### config.mk
export PLATFORM = sky130hd
export DESIGN_NAME = window_supervisor
export DESIGN_NICKNAME = d
export VERILOG_FILES = /design/src/window_supervisor_pkg.sv /design/src/window_supervisor.sv
export VERILOG_INCLUDE_DIRS = /design/src
export SDC_FILE = /design/constraint.sdc
export NUM_CORES = 1
export LEC_CHECK = 0
export ABC_AREA = 1
export BUFFER_PORTS_ARGS = -buffer_cell sky130_fd_sc_hd__buf_2
export CORE_ASPECT_RATIO = 2
export CORE_UTILIZATION = 45
export CTS_CLUSTER_SIZE = 24
export DETAILED_ROUTE_END_ITERATION = 8
export HOLD_SLACK_MARGIN = 0.06
export PLACE_DENSITY = 0.66
export SLEW_MARGIN = 20
export SYNTH_ARGS = -nofsm -noshare
export SYNTH_HDL_FRONTEND = slang
export SYNTH_SLANG_ARGS = --single-unit
### constraint.sdc
create_clock -name core_clk -period 4.4 [get_ports core_clk]
set_input_delay 0.66 -clock core_clk [delete_from_list [all_inputs] [get_ports core_clk]]
set_output_delay 0.66 -clock core_clk [all_outputs]
set_load 0.01 [all_outputs]
### src/window_supervisor_cfg.svh
/*
 Constants of the window supervisor: register offsets, field positions, reset values and timing.
 Assumes a 100 MHz core clock and byte addresses on a 32-bit APB.
*/
`ifndef WINDOW_SUPERVISOR_CFG_SVH
`define WINDOW_SUPERVISOR_CFG_SVH

`define CORE_CLK_MHZ 100
`define WD_CYCLE_SHORT_US 100
`define WD_CYCLE_LONG_US 1000
`define WD_CYCLE_SHORT_CLKS (`WD_CYCLE_SHORT_US * `CORE_CLK_MHZ)
`define WD_CYCLE_LONG_CLKS (`WD_CYCLE_LONG_US * `CORE_CLK_MHZ)
`define LONG_OPEN_CYCLES 10'h258
`define PIN_SAMPLE_US 200
`define PIN_SAMPLE_CLKS (`PIN_SAMPLE_US * `CORE_CLK_MHZ)
`define RESET_DELAY_US 10000
`define RESET_DELAY_CLKS (`RESET_DELAY_US * `CORE_CLK_MHZ)

`define ADDR_CONTROL 6'h00
`define ADDR_SERIAL_TRIGGER 6'h01
`define ADDR_STATUS 6'h02
`define ADDR_EVENTS 6'h03

`define CTRL_PIN_SEL 0
`define CTRL_CYCLE_SEL 1
`define CTRL_OPEN_LSB 8
`define CTRL_CLOSED_LSB 16
`define CTRL_THRESH_LSB 24

`define OPEN_CYCLES_RESET 8'h0A
`define CLOSED_CYCLES_RESET 8'h0A
`define THRESHOLD_RESET 4'h8
`define FAIL_STEP_UP 6'h02
`define FAIL_MAX 6'h1F
`define PIN_TRIGGER_PATTERN 4'hC
`define INIT_FAIL_LIMIT 2'h2

`endif

### src/window_supervisor_pkg.sv
/*
 Types of the window supervisor: window and reset sequencing states.
 Assumes the constants header is included by the design file.
*/
`default_nettype none
package window_supervisor_pkg;
   typedef enum logic [1:0] {WIN_OFF, WIN_LONG, WIN_CLOSED, WIN_OPEN} win_state_t;
   typedef enum logic [1:0] {RST_HOLD, RST_RUN, RST_FAILSAFE} rst_state_t;
endpackage : window_supervisor_pkg
`default_nettype wire

### src/window_supervisor.sv
/*
 Window watchdog sequencing with reset escalation, reached over APB.
 Assumes a 100 MHz core clock, an asynchronous trigger pin and a wake pulse from the device state logic.
*/
// Local design decisions: the register addresses and register access over APB.
`include "window_supervisor_cfg.svh"
`timescale 1ns/1ps
`default_nettype none
module window_supervisor
   import window_supervisor_pkg::*;
#(
   parameter int unsigned CYCLE_SHORT_CLKS = `WD_CYCLE_SHORT_CLKS,
   parameter int unsigned CYCLE_LONG_CLKS = `WD_CYCLE_LONG_CLKS,
   parameter int unsigned SAMPLE_CLKS = `PIN_SAMPLE_CLKS,
   parameter int unsigned RESET_DELAY_CLKS = `RESET_DELAY_CLKS
) (
   input wire logic core_clk,
   input wire logic reset,
   input wire logic psel,
   input wire logic penable,
   input wire logic pwrite,
   input wire logic [7:0] paddr,
   input wire logic [31:0] pwdata,
   output logic [31:0] prdata,
   output logic pready,
   output logic pslverr,
   input wire logic triggerInputPin,
   input wire logic wakeStart,
   output logic resetOutput,
   output logic regulatorsOn,
   output logic failsafeReq,
   output logic normalAllowed,
   output logic windowResultValid,
   output logic windowResultInvalid,
   output logic eventIrq
);

   win_state_t winState_reg;
   win_state_t winState_next;
   rst_state_t rstState_reg;
   logic pinSel_reg;
   logic cycleSel_reg;
   logic [7:0] openCycles_reg;
   logic [7:0] closedCycles_reg;
   logic [3:0] threshold_reg;
   logic [2:0] events_reg;
   logic [19:0] prescale_reg;
   logic [9:0] ticks_reg;
   logic [19:0] sampleCnt_reg;
   logic [19:0] holdCnt_reg;
   logic pinS1_reg;
   logic pinS2_reg;
   logic pinS3_reg;
   logic pinLevel_reg;
   logic [2:0] pinHist_reg;
   logic [4:0] failCount_reg;
   logic [4:0] failCount_next;
   logic [1:0] initFails_reg;
   logic inInit_reg;
   logic resetOutput_reg;
   logic regulatorsOn_reg;
   logic normalAllowed_reg;
   logic validOut_reg;
   logic invalidOut_reg;
   logic eventOut_reg;
   logic [31:0] prdata_reg;
   logic pslverr_reg;

   logic apbAccess;
   logic apbWrite;
   logic addrMapped;
   logic cycleTick;
   logic sampleTick;
   logic pinTrig;
   logic serialTrig;
   logic active;
   logic trigger;
   logic [9:0] winLen;
   logic winDone;
   logic validEv;
   logic invalidEv;
   logic openExpire;
   logic longInvalid;
   logic initFail;
   logic [5:0] failSum;
   logic thresholdHit;
   logic wakeAccept;
   logic startHold;
   logic goFailsafe;
   logic holdDone;
   logic releaseEv;
   logic restart;
   logic [31:0] statusWord;

   // The slave answers with no wait state, so pready is tied high through the whole access.
   assign apbAccess = psel && penable;
   assign apbWrite = apbAccess && pwrite;
   assign addrMapped = (paddr[7:2] <= `ADDR_EVENTS);
   assign pready = 1'b1;
   assign prdata = prdata_reg;
   assign pslverr = pslverr_reg;

   assign serialTrig = apbWrite && (paddr[7:2] == `ADDR_SERIAL_TRIGGER);
   assign active = (rstState_reg == RST_RUN) && (winState_reg != WIN_OFF) && !wakeAccept;
   assign trigger = active && (pinSel_reg ? pinTrig : serialTrig);

   // the second low sample after two highs takes effect.
   assign pinTrig = sampleTick && ({pinHist_reg, pinLevel_reg} == `PIN_TRIGGER_PATTERN);

   // the long window is a fixed count of cycle times, so the cycle select scales it.
   always_comb begin
      case (winState_reg)
         WIN_LONG: winLen = `LONG_OPEN_CYCLES;
         WIN_OPEN: winLen = {2'h0, openCycles_reg};
         WIN_CLOSED: winLen = {2'h0, closedCycles_reg};
         default: winLen = 10'h3FF;
      endcase
   end

   // a window ends on the tick that completes its count.
   assign winDone = cycleTick && ((ticks_reg + 10'h001) >= winLen);

   // valid trigger in long or open window.
   assign validEv = trigger && ((winState_reg == WIN_LONG) || (winState_reg == WIN_OPEN));
   assign openExpire = active && winDone && !trigger && (winState_reg == WIN_OPEN);
   assign longInvalid = active && winDone && !trigger && (winState_reg == WIN_LONG) && !inInit_reg;
   // expiry in the init phase counts as init timeout, with no event.
   assign initFail = active && winDone && !trigger && (winState_reg == WIN_LONG) && inInit_reg;
   // trigger in closed window is invalid.
   assign invalidEv = (trigger && (winState_reg == WIN_CLOSED)) || openExpire || longInvalid;

   assign failSum = {1'b0, failCount_reg} + `FAIL_STEP_UP;
   assign thresholdHit = invalidEv && (failSum >= {2'h0, threshold_reg});

   // wake is accepted only while the reset sequencing is in RST_RUN.
   assign wakeAccept = wakeStart && (rstState_reg == RST_RUN);
   assign startHold = thresholdHit || (initFail && (initFails_reg != `INIT_FAIL_LIMIT));
   assign goFailsafe = initFail && (initFails_reg == `INIT_FAIL_LIMIT);
   assign holdDone = (holdCnt_reg == 20'(RESET_DELAY_CLKS - 1));
   assign releaseEv = (rstState_reg == RST_HOLD) && holdDone;

   always_comb begin
      winState_next = winState_reg;
      if (releaseEv) begin
         winState_next = WIN_LONG;
      end else if ((rstState_reg != RST_RUN) || startHold || goFailsafe) begin
         winState_next = WIN_OFF;
      end else if (wakeAccept) begin
         winState_next = WIN_LONG;
      end else if (active) begin
         case (winState_reg)
            WIN_LONG: begin
               // long window ends early on a valid trigger.
               if (validEv) begin
                  winState_next = WIN_CLOSED;
               end else if (longInvalid) begin
                  winState_next = WIN_OPEN;
               end
            end
            WIN_OPEN: begin
               // closed window follows the valid trigger.
               if (validEv) begin
                  winState_next = WIN_CLOSED;
               end
            end
            WIN_CLOSED: begin
               // invalid trigger or expiry opens a window.
               if (trigger || winDone) begin
                  winState_next = WIN_OPEN;
               end
            end
            default: winState_next = WIN_OFF;
         endcase
      end
   end

   // a missed open window restarts the count in a fresh open window.
   assign restart = (winState_next != winState_reg) || openExpire;

   always_ff @(posedge core_clk or posedge reset) begin
      if (reset) begin
         winState_reg <= WIN_OFF;
      end else begin
         winState_reg <= winState_next;
      end
   end

   // prescaler for the selected cycle time.
   always_ff @(posedge core_clk or posedge reset) begin
      if (reset) begin
         prescale_reg <= 20'h00000;
      end else if (restart || cycleTick) begin
         prescale_reg <= 20'h00000;
      end else begin
         prescale_reg <= prescale_reg + 20'h00001;
      end
   end
   assign cycleTick = cycleSel_reg ? (prescale_reg == 20'(CYCLE_LONG_CLKS - 1))
                                   : (prescale_reg == 20'(CYCLE_SHORT_CLKS - 1));

   always_ff @(posedge core_clk or posedge reset) begin
      if (reset) begin
         ticks_reg <= 10'h000;
      end else if (restart) begin
         ticks_reg <= 10'h000;
      end else if (cycleTick) begin
         ticks_reg <= ticks_reg + 10'h001;
      end
   end

   // A pin change counts only once the second and third stages agree.
   always_ff @(posedge core_clk or posedge reset) begin
      if (reset) begin
         pinS1_reg <= 1'b0;
         pinS2_reg <= 1'b0;
         pinS3_reg <= 1'b0;
         pinLevel_reg <= 1'b0;
      end else begin
         pinS1_reg <= triggerInputPin;
         pinS2_reg <= pinS1_reg;
         pinS3_reg <= pinS2_reg;
         if (pinS2_reg == pinS3_reg) begin
            pinLevel_reg <= pinS3_reg;
         end
      end
   end

   always_ff @(posedge core_clk or posedge reset) begin
      if (reset) begin
         sampleCnt_reg <= 20'h00000;
      end else if (sampleTick) begin
         sampleCnt_reg <= 20'h00000;
      end else begin
         sampleCnt_reg <= sampleCnt_reg + 20'h00001;
      end
   end
   assign sampleTick = (sampleCnt_reg == 20'(SAMPLE_CLKS - 1));

   // every sample is kept, only a falling pattern matches; a rise alone never matches.
   always_ff @(posedge core_clk or posedge reset) begin
      if (reset) begin
         pinHist_reg <= 3'h0;
      end else if (sampleTick) begin
         pinHist_reg <= {pinHist_reg[1:0], pinLevel_reg};
      end
   end

   // valid trigger decrements, never below zero.
   always_comb begin
      failCount_next = failCount_reg;
      if (thresholdHit) begin
         failCount_next = 5'h00;
      end else if (invalidEv) begin
         failCount_next = (failSum > `FAIL_MAX) ? 5'h1F : failSum[4:0];
      end else if (validEv && (failCount_reg != 5'h00)) begin
         failCount_next = failCount_reg - 5'h01;
      end
   end

   always_ff @(posedge core_clk or posedge reset) begin
      if (reset) begin
         failCount_reg <= 5'h00;
      end else begin
         failCount_reg <= failCount_next;
      end
   end

   // Init failures are counted in a row, so any valid trigger forgives them.
   always_ff @(posedge core_clk or posedge reset) begin
      if (reset) begin
         initFails_reg <= 2'h0;
         inInit_reg <= 1'b0;
      end else begin
         if (validEv) begin
            initFails_reg <= 2'h0;
         end else if (initFail) begin
            initFails_reg <= initFails_reg + 2'h1;
         end
         if (releaseEv) begin
            inInit_reg <= 1'b1;
         end else if (wakeAccept || validEv) begin
            inInit_reg <= 1'b0;
         end
      end
   end

   // reset output released after the delay.
   always_ff @(posedge core_clk or posedge reset) begin
      if (reset) begin
         rstState_reg <= RST_HOLD;
         holdCnt_reg <= 20'h00000;
         resetOutput_reg <= 1'b0;
         regulatorsOn_reg <= 1'b1;
      end else begin
         case (rstState_reg)
            RST_HOLD: begin
               holdCnt_reg <= holdCnt_reg + 20'h00001;
               if (holdDone) begin
                  rstState_reg <= RST_RUN;
                  resetOutput_reg <= 1'b1;
                  regulatorsOn_reg <= 1'b1;
               end
            end
            RST_RUN: begin
               holdCnt_reg <= 20'h00000;
               if (goFailsafe) begin
                  rstState_reg <= RST_FAILSAFE;
                  resetOutput_reg <= 1'b0;
                  regulatorsOn_reg <= 1'b0;
               end else if (startHold) begin
                  rstState_reg <= RST_HOLD;
                  resetOutput_reg <= 1'b0;
                  // second init failure switches the regulators off.
                  regulatorsOn_reg <= !(initFail && (initFails_reg == 2'h1));
               end
            end
            default: begin
               resetOutput_reg <= 1'b0;
               regulatorsOn_reg <= 1'b0;
            end
         endcase
      end
   end

   // first valid trigger allows normal state.
   always_ff @(posedge core_clk or posedge reset) begin
      if (reset) begin
         normalAllowed_reg <= 1'b0;
      end else if (startHold || goFailsafe) begin
         normalAllowed_reg <= 1'b0;
      end else if (validEv) begin
         normalAllowed_reg <= 1'b1;
      end
   end

   always_ff @(posedge core_clk or posedge reset) begin
      if (reset) begin
         validOut_reg <= 1'b0;
         invalidOut_reg <= 1'b0;
         eventOut_reg <= 1'b0;
      end else begin
         validOut_reg <= validEv;
         invalidOut_reg <= invalidEv;
         eventOut_reg <= invalidEv || wakeAccept;
      end
   end

   assign resetOutput = resetOutput_reg;
   assign regulatorsOn = regulatorsOn_reg;
   assign failsafeReq = (rstState_reg == RST_FAILSAFE);
   assign normalAllowed = normalAllowed_reg;
   assign windowResultValid = validOut_reg;
   assign windowResultInvalid = invalidOut_reg;
   assign eventIrq = eventOut_reg;

   // Reconfiguration takes effect at once, also in the middle of the window that is running.
   always_ff @(posedge core_clk or posedge reset) begin
      if (reset) begin
         pinSel_reg <= 1'b0;
         cycleSel_reg <= 1'b1;
         openCycles_reg <= `OPEN_CYCLES_RESET;
         closedCycles_reg <= `CLOSED_CYCLES_RESET;
         threshold_reg <= `THRESHOLD_RESET;
      end else if (apbWrite && (paddr[7:2] == `ADDR_CONTROL)) begin
         pinSel_reg <= pwdata[`CTRL_PIN_SEL];
         cycleSel_reg <= pwdata[`CTRL_CYCLE_SEL];
         openCycles_reg <= pwdata[`CTRL_OPEN_LSB +: 8];
         closedCycles_reg <= pwdata[`CTRL_CLOSED_LSB +: 8];
         threshold_reg <= pwdata[`CTRL_THRESH_LSB +: 4];
      end
   end

   // Sticky events are cleared by writing one; a new event in the same cycle wins.
   always_ff @(posedge core_clk or posedge reset) begin
      if (reset) begin
         events_reg <= 3'h0;
      end else begin
         if (apbWrite && (paddr[7:2] == `ADDR_EVENTS)) begin
            events_reg <= (events_reg & ~pwdata[2:0]) | {wakeAccept, validEv, invalidEv};
         end else begin
            events_reg <= events_reg | {wakeAccept, validEv, invalidEv};
         end
      end
   end

   assign statusWord = {19'h00000, resetOutput_reg, failsafeReq, initFails_reg, failCount_reg,
                        normalAllowed_reg, inInit_reg, winState_reg};

   always_ff @(posedge core_clk or posedge reset) begin
      if (reset) begin
         prdata_reg <= 32'h00000000;
         pslverr_reg <= 1'b0;
      end else if (psel && !penable) begin
         pslverr_reg <= !addrMapped || (pwrite && (paddr[7:2] == `ADDR_STATUS));
         case (paddr[7:2])
            `ADDR_CONTROL: prdata_reg <= {4'h0, threshold_reg, closedCycles_reg, openCycles_reg,
                                          6'h00, cycleSel_reg, pinSel_reg};
            `ADDR_STATUS: prdata_reg <= statusWord;
            `ADDR_EVENTS: prdata_reg <= {29'h00000000, events_reg};
            default: prdata_reg <= 32'h00000000;
         endcase
      end
   end
endmodule : window_supervisor
`default_nettype wire

==> results.sh <==
export IMPL_cts_htree_levels=4
export IMPL_nFillCells=1636
export IMPL_track_usage_pct=21.8
export IMPL_place_area_mm2=0.00854
export IMPL_end_kind="flip-flop"
export IMPL_diodes=0
export IMPL_layout_commonest_cell="nand2_1"
export IMPL_largest_register_ffs=28
export IMPL_rows=68
export IMPL_avgSynthCellArea_um2=8.32
export IMPL_max_freq_ghz=0.253
export IMPL_arrival_ns=4.31
export IMPL_power_leakage_nw=4.71
export IMPL_nets=1102
export IMPL_peakVddDrop_mv=0.274
export IMPL_pwr_share_comb_pct=3.4
export IMPL_drive_gt1_share_pct=17.9
export IMPL_rrSetupSlack_ns=0.44
export IMPL_whs_path_depth=1
export IMPL_dp_hpwl_um=13600
export IMPL_path_class="reg -> reg"
export IMPL_start_util_pct=46.0
export IMPL_globalplace_congestion=0.811
export IMPL_p_int_mw=2.48
export IMPL_cts_sinks=149
export IMPL_regArea_mm2=0.00374
export IMPL_hold_start="triggerInputPin"
export IMPL_dieArea_mm2=0.0182
export IMPL_synth_cell_type_count=60
export IMPL_final_design_area_no_fill_mm2=0.00920
export IMPL_grt_overflow=0
export IMPL_clk_path_buf_depth=2
export IMPL_hold_path_class="in -> reg"
export IMPL_wl_per_cell_um=14.6
export IMPL_core_area_mm2=0.0173
export IMPL_tns_ns=0
export IMPL_synth_top_flop_cell="dfrtp_1"
export IMPL_clock_root_buffer="clkbuf_16"
export IMPL_tightest_slew_ns=0.816
export IMPL_fin_crit_sh_pct=90.0
export IMPL_start_kind="flip-flop"
export IMPL_syn_to_final_growth_pct=15.7
export IMPL_antenna_found_initial=0
export IMPL_synth_top_area_share_pct=44.7
export IMPL_ant_nets=0
export IMPL_synthCells=955
export IMPL_power_mw=3.14
export IMPL_clock_skew_ns=0.00903
export IMPL_hold_slack_ns=0.346
export IMPL_final_cells=1253
export IMPL_clk_latency_ns=0.42
export IMPL_first_pass_iters=5
export IMPL_drt_initial_drc_count=298
export IMPL_yosysTopAreaCell="dfrtp_1"
export IMPL_status="complete, no violations"
export IMPL_final_cell_mix="nand2_1 (177), inv_1 (146), dfrtp_1 (142)"
export IMPL_async_flop_share_pct=100
export IMPL_rr_worst_depth=23
export IMPL_grt_pass1_vias=6599
export IMPL_power_frac_seq_pct=45.1
export IMPL_placed_cells=1221
export IMPL_relSlewSlack_pct=45.6
export IMPL_numCtsBuffers=17
export IMPL_hold_viol_final=0
export IMPL_rsz0062_at_grt="no"
export IMPL_p_clk_share_pct=51.5
export IMPL_io_buffer_count=71
export IMPL_reg2reg_from="ticks_reg[0]$_DFFE_PP0P_"
export IMPL_multiInputGateArea_mm2=0.00349
export IMPL_finalSetupViolCount=0
export IMPL_fin_crit_ns=3.96
export IMPL_seq_area_frac_synth_pct=47.0
export IMPL_io_pins=88
export IMPL_ys_seq_elements=149
export IMPL_wl_um=18300
export IMPL_p_per_area_mw_per_mm2=341
export IMPL_clk_pin_slew_worst_paths_ns=0.06
export IMPL_die_h_um=190
export IMPL_via_per_inst=5.18
export IMPL_drv_cap=0
export IMPL_post_cts_buffers=0
export IMPL_slew_violations=0
export IMPL_synth_edf_count=0
export IMPL_crit_path_max_fanout=11
export IMPL_num_vias=6485
export IMPL_r2r_end="prescale_reg[2]$_DFF_PP0_"
export IMPL_power_switching_mw=0.656
export IMPL_syn_area_mm2=0.00795
export IMPL_cts_tree="yes"
export IMPL_crit_required_ns=4.75
export IMPL_fp_dieW_um=96.0
export IMPL_drc=0
export IMPL_swShare_pct=20.9
export IMPL_grt_max_degree=150
export IMPL_cts_repair_resized=0
export IMPL_yosys_top_cells_area="dfrtp_1 (45%), nand2_1 (8.4%), inv_1 (6.9%), nor2_1 (4.1%), ha_1 (3.9%)"
export IMPL_cts_hold_buf=0
export IMPL_grt_pass1_wl_um=30000
export IMPL_ys_warn_count=0
export IMPL_min_to="pinS1_reg$_DFF_PP0_"
## stage by stage
| step | util (%) | setup WS [ns] |
|---|---|---|
| 4_1_cts | 53.2 | 0.261 |
| 3_5_place_dp | 49.4 | 0.312 |
| 3_3_place_gp | 49.4 | 0.395 |
| 6_report | 53.3 | 0.441 |
| 2_1_floorplan | - | 1.12 |
| 5_1_grt | 53.3 | 0.140 |
## routing by layer
layer / vias to the layer above / share of wire [%] / track usage [%]
met5: - / 0 / 0
met4: 0 / 4.9 / 12.4
met3: 45 / 2.5 / 4.04
met2: 115 / 57 / 40.0
met1: 3096 / 36 / 22.0
li1: 3229 / - / -
## area by class of cell
class | instances | area share [%]
clock buffer | 23 | 5.20
clock inverter | 9 | 1.90
inverter | 158 | 6.50
multi-input combinational | 623 | 38.0
sequential | 149 | 40.6
tap | 210 | 2.86
timing repair buffer | 81 | 4.95
## worst max path at each step
| stage | start | cells after the start | endpoint |
|---|---|---|---|
| floorplan | ticks_reg[0]$_DFFE_PP0P_ | 23 | prescale_reg[8]$_DFF_PP0_ |
| global placement | ticks_reg[0]$_DFFE_PP0P_ | 23 | prescale_reg[9]$_DFF_PP0_ |
| detailed placement | ticks_reg[0]$_DFFE_PP0P_ | 23 | prescale_reg[2]$_DFF_PP0_ |
| CTS | ticks_reg[0]$_DFFE_PP0P_ | 23 | prescale_reg[5]$_DFF_PP0_ |
| global route | ticks_reg[0]$_DFFE_PP0P_ | 23 | prescale_reg[2]$_DFF_PP0_ |
| finish | ticks_reg[0]$_DFFE_PP0P_ | 23 | prescale_reg[2]$_DFF_PP0_ |
## cells in the mapped netlist, types with 2 or more instances
cell type and n:
buf_1 2, o22ai_1 4, o21ai_1 6, o221ai_1 2, o32ai_1 3, a21oi_1 26
nand2_1 178, nand3_1 37, clkbuf_1 14, dfrtp_1 142, inv_1 147, a22oi_1 3
buf_6 2, o31ai_1 21, o21a_1 4, inv_2 8, dfstp_2 7, xnor2_1 3
nor3_2 2, nor2_2 27, conb_1 2, nand4_1 16, and3_1 2, buf_2 2
a31oi_1 2, nand4_2 2, a21boi_0 2, o21ai_0 62, nor2_4 4, nor3_1 24
a221oi_1 5, xor2_1 26, nor4_1 7, nand2_4 2, ha_1 25, nand3b_1 4
nand2_2 8, nand3_2 5, buf_4 7, nor2_1 87, clkinv_1 2, mux2_2 2
a211oi_1 2
## critical path, cell delays in order (launching register included)
cell	delay, ns
dfrtp_1	0.38
inv_1	0.08
nor3_1	0.30
nand3_1	0.19
nor3b_1	0.33
nand3_1	0.13
xor2_1	0.18
ha_1	0.31
nand2_1	0.10
inv_1	0.07
a21oi_1	0.14
nand4_1	0.23
nand4_4	0.15
clkinv_1	0.08
nand3_2	0.08
nand2_4	0.11
nand2_4	0.12
nand4_2	0.11
nand2_1	0.08
nand2_1	0.05
nor2_2	0.16
nand3_4	0.23
buf_12	0.24
nor2_2	0.07
## cells by family after synthesis
group,Yosys count,share of synthesized area [%]
adders and majority gates,26,4.06
muxes,3,0.409
DFF,149,47.0
other,2,0.0945
and+or+nand+nor,411,24.5
AOI/OAI and AO/OA,149,11.3
xor gates and xnor gates,29,3.19
buffers and inverters,186,9.40
## power groups by stage
stage	Combinational (mW)	Sequential, mW	Clock [mW]
floorplan	0.0644	1.43	0
global route	0.122	1.42	1.69
CTS	0.111	1.41	1.64
finish	0.108	1.41	1.61
global placement	0.109	1.44	0
detailed placement	0.110	1.44	0
Note: power is estimated with default switching activity, not from simulation.
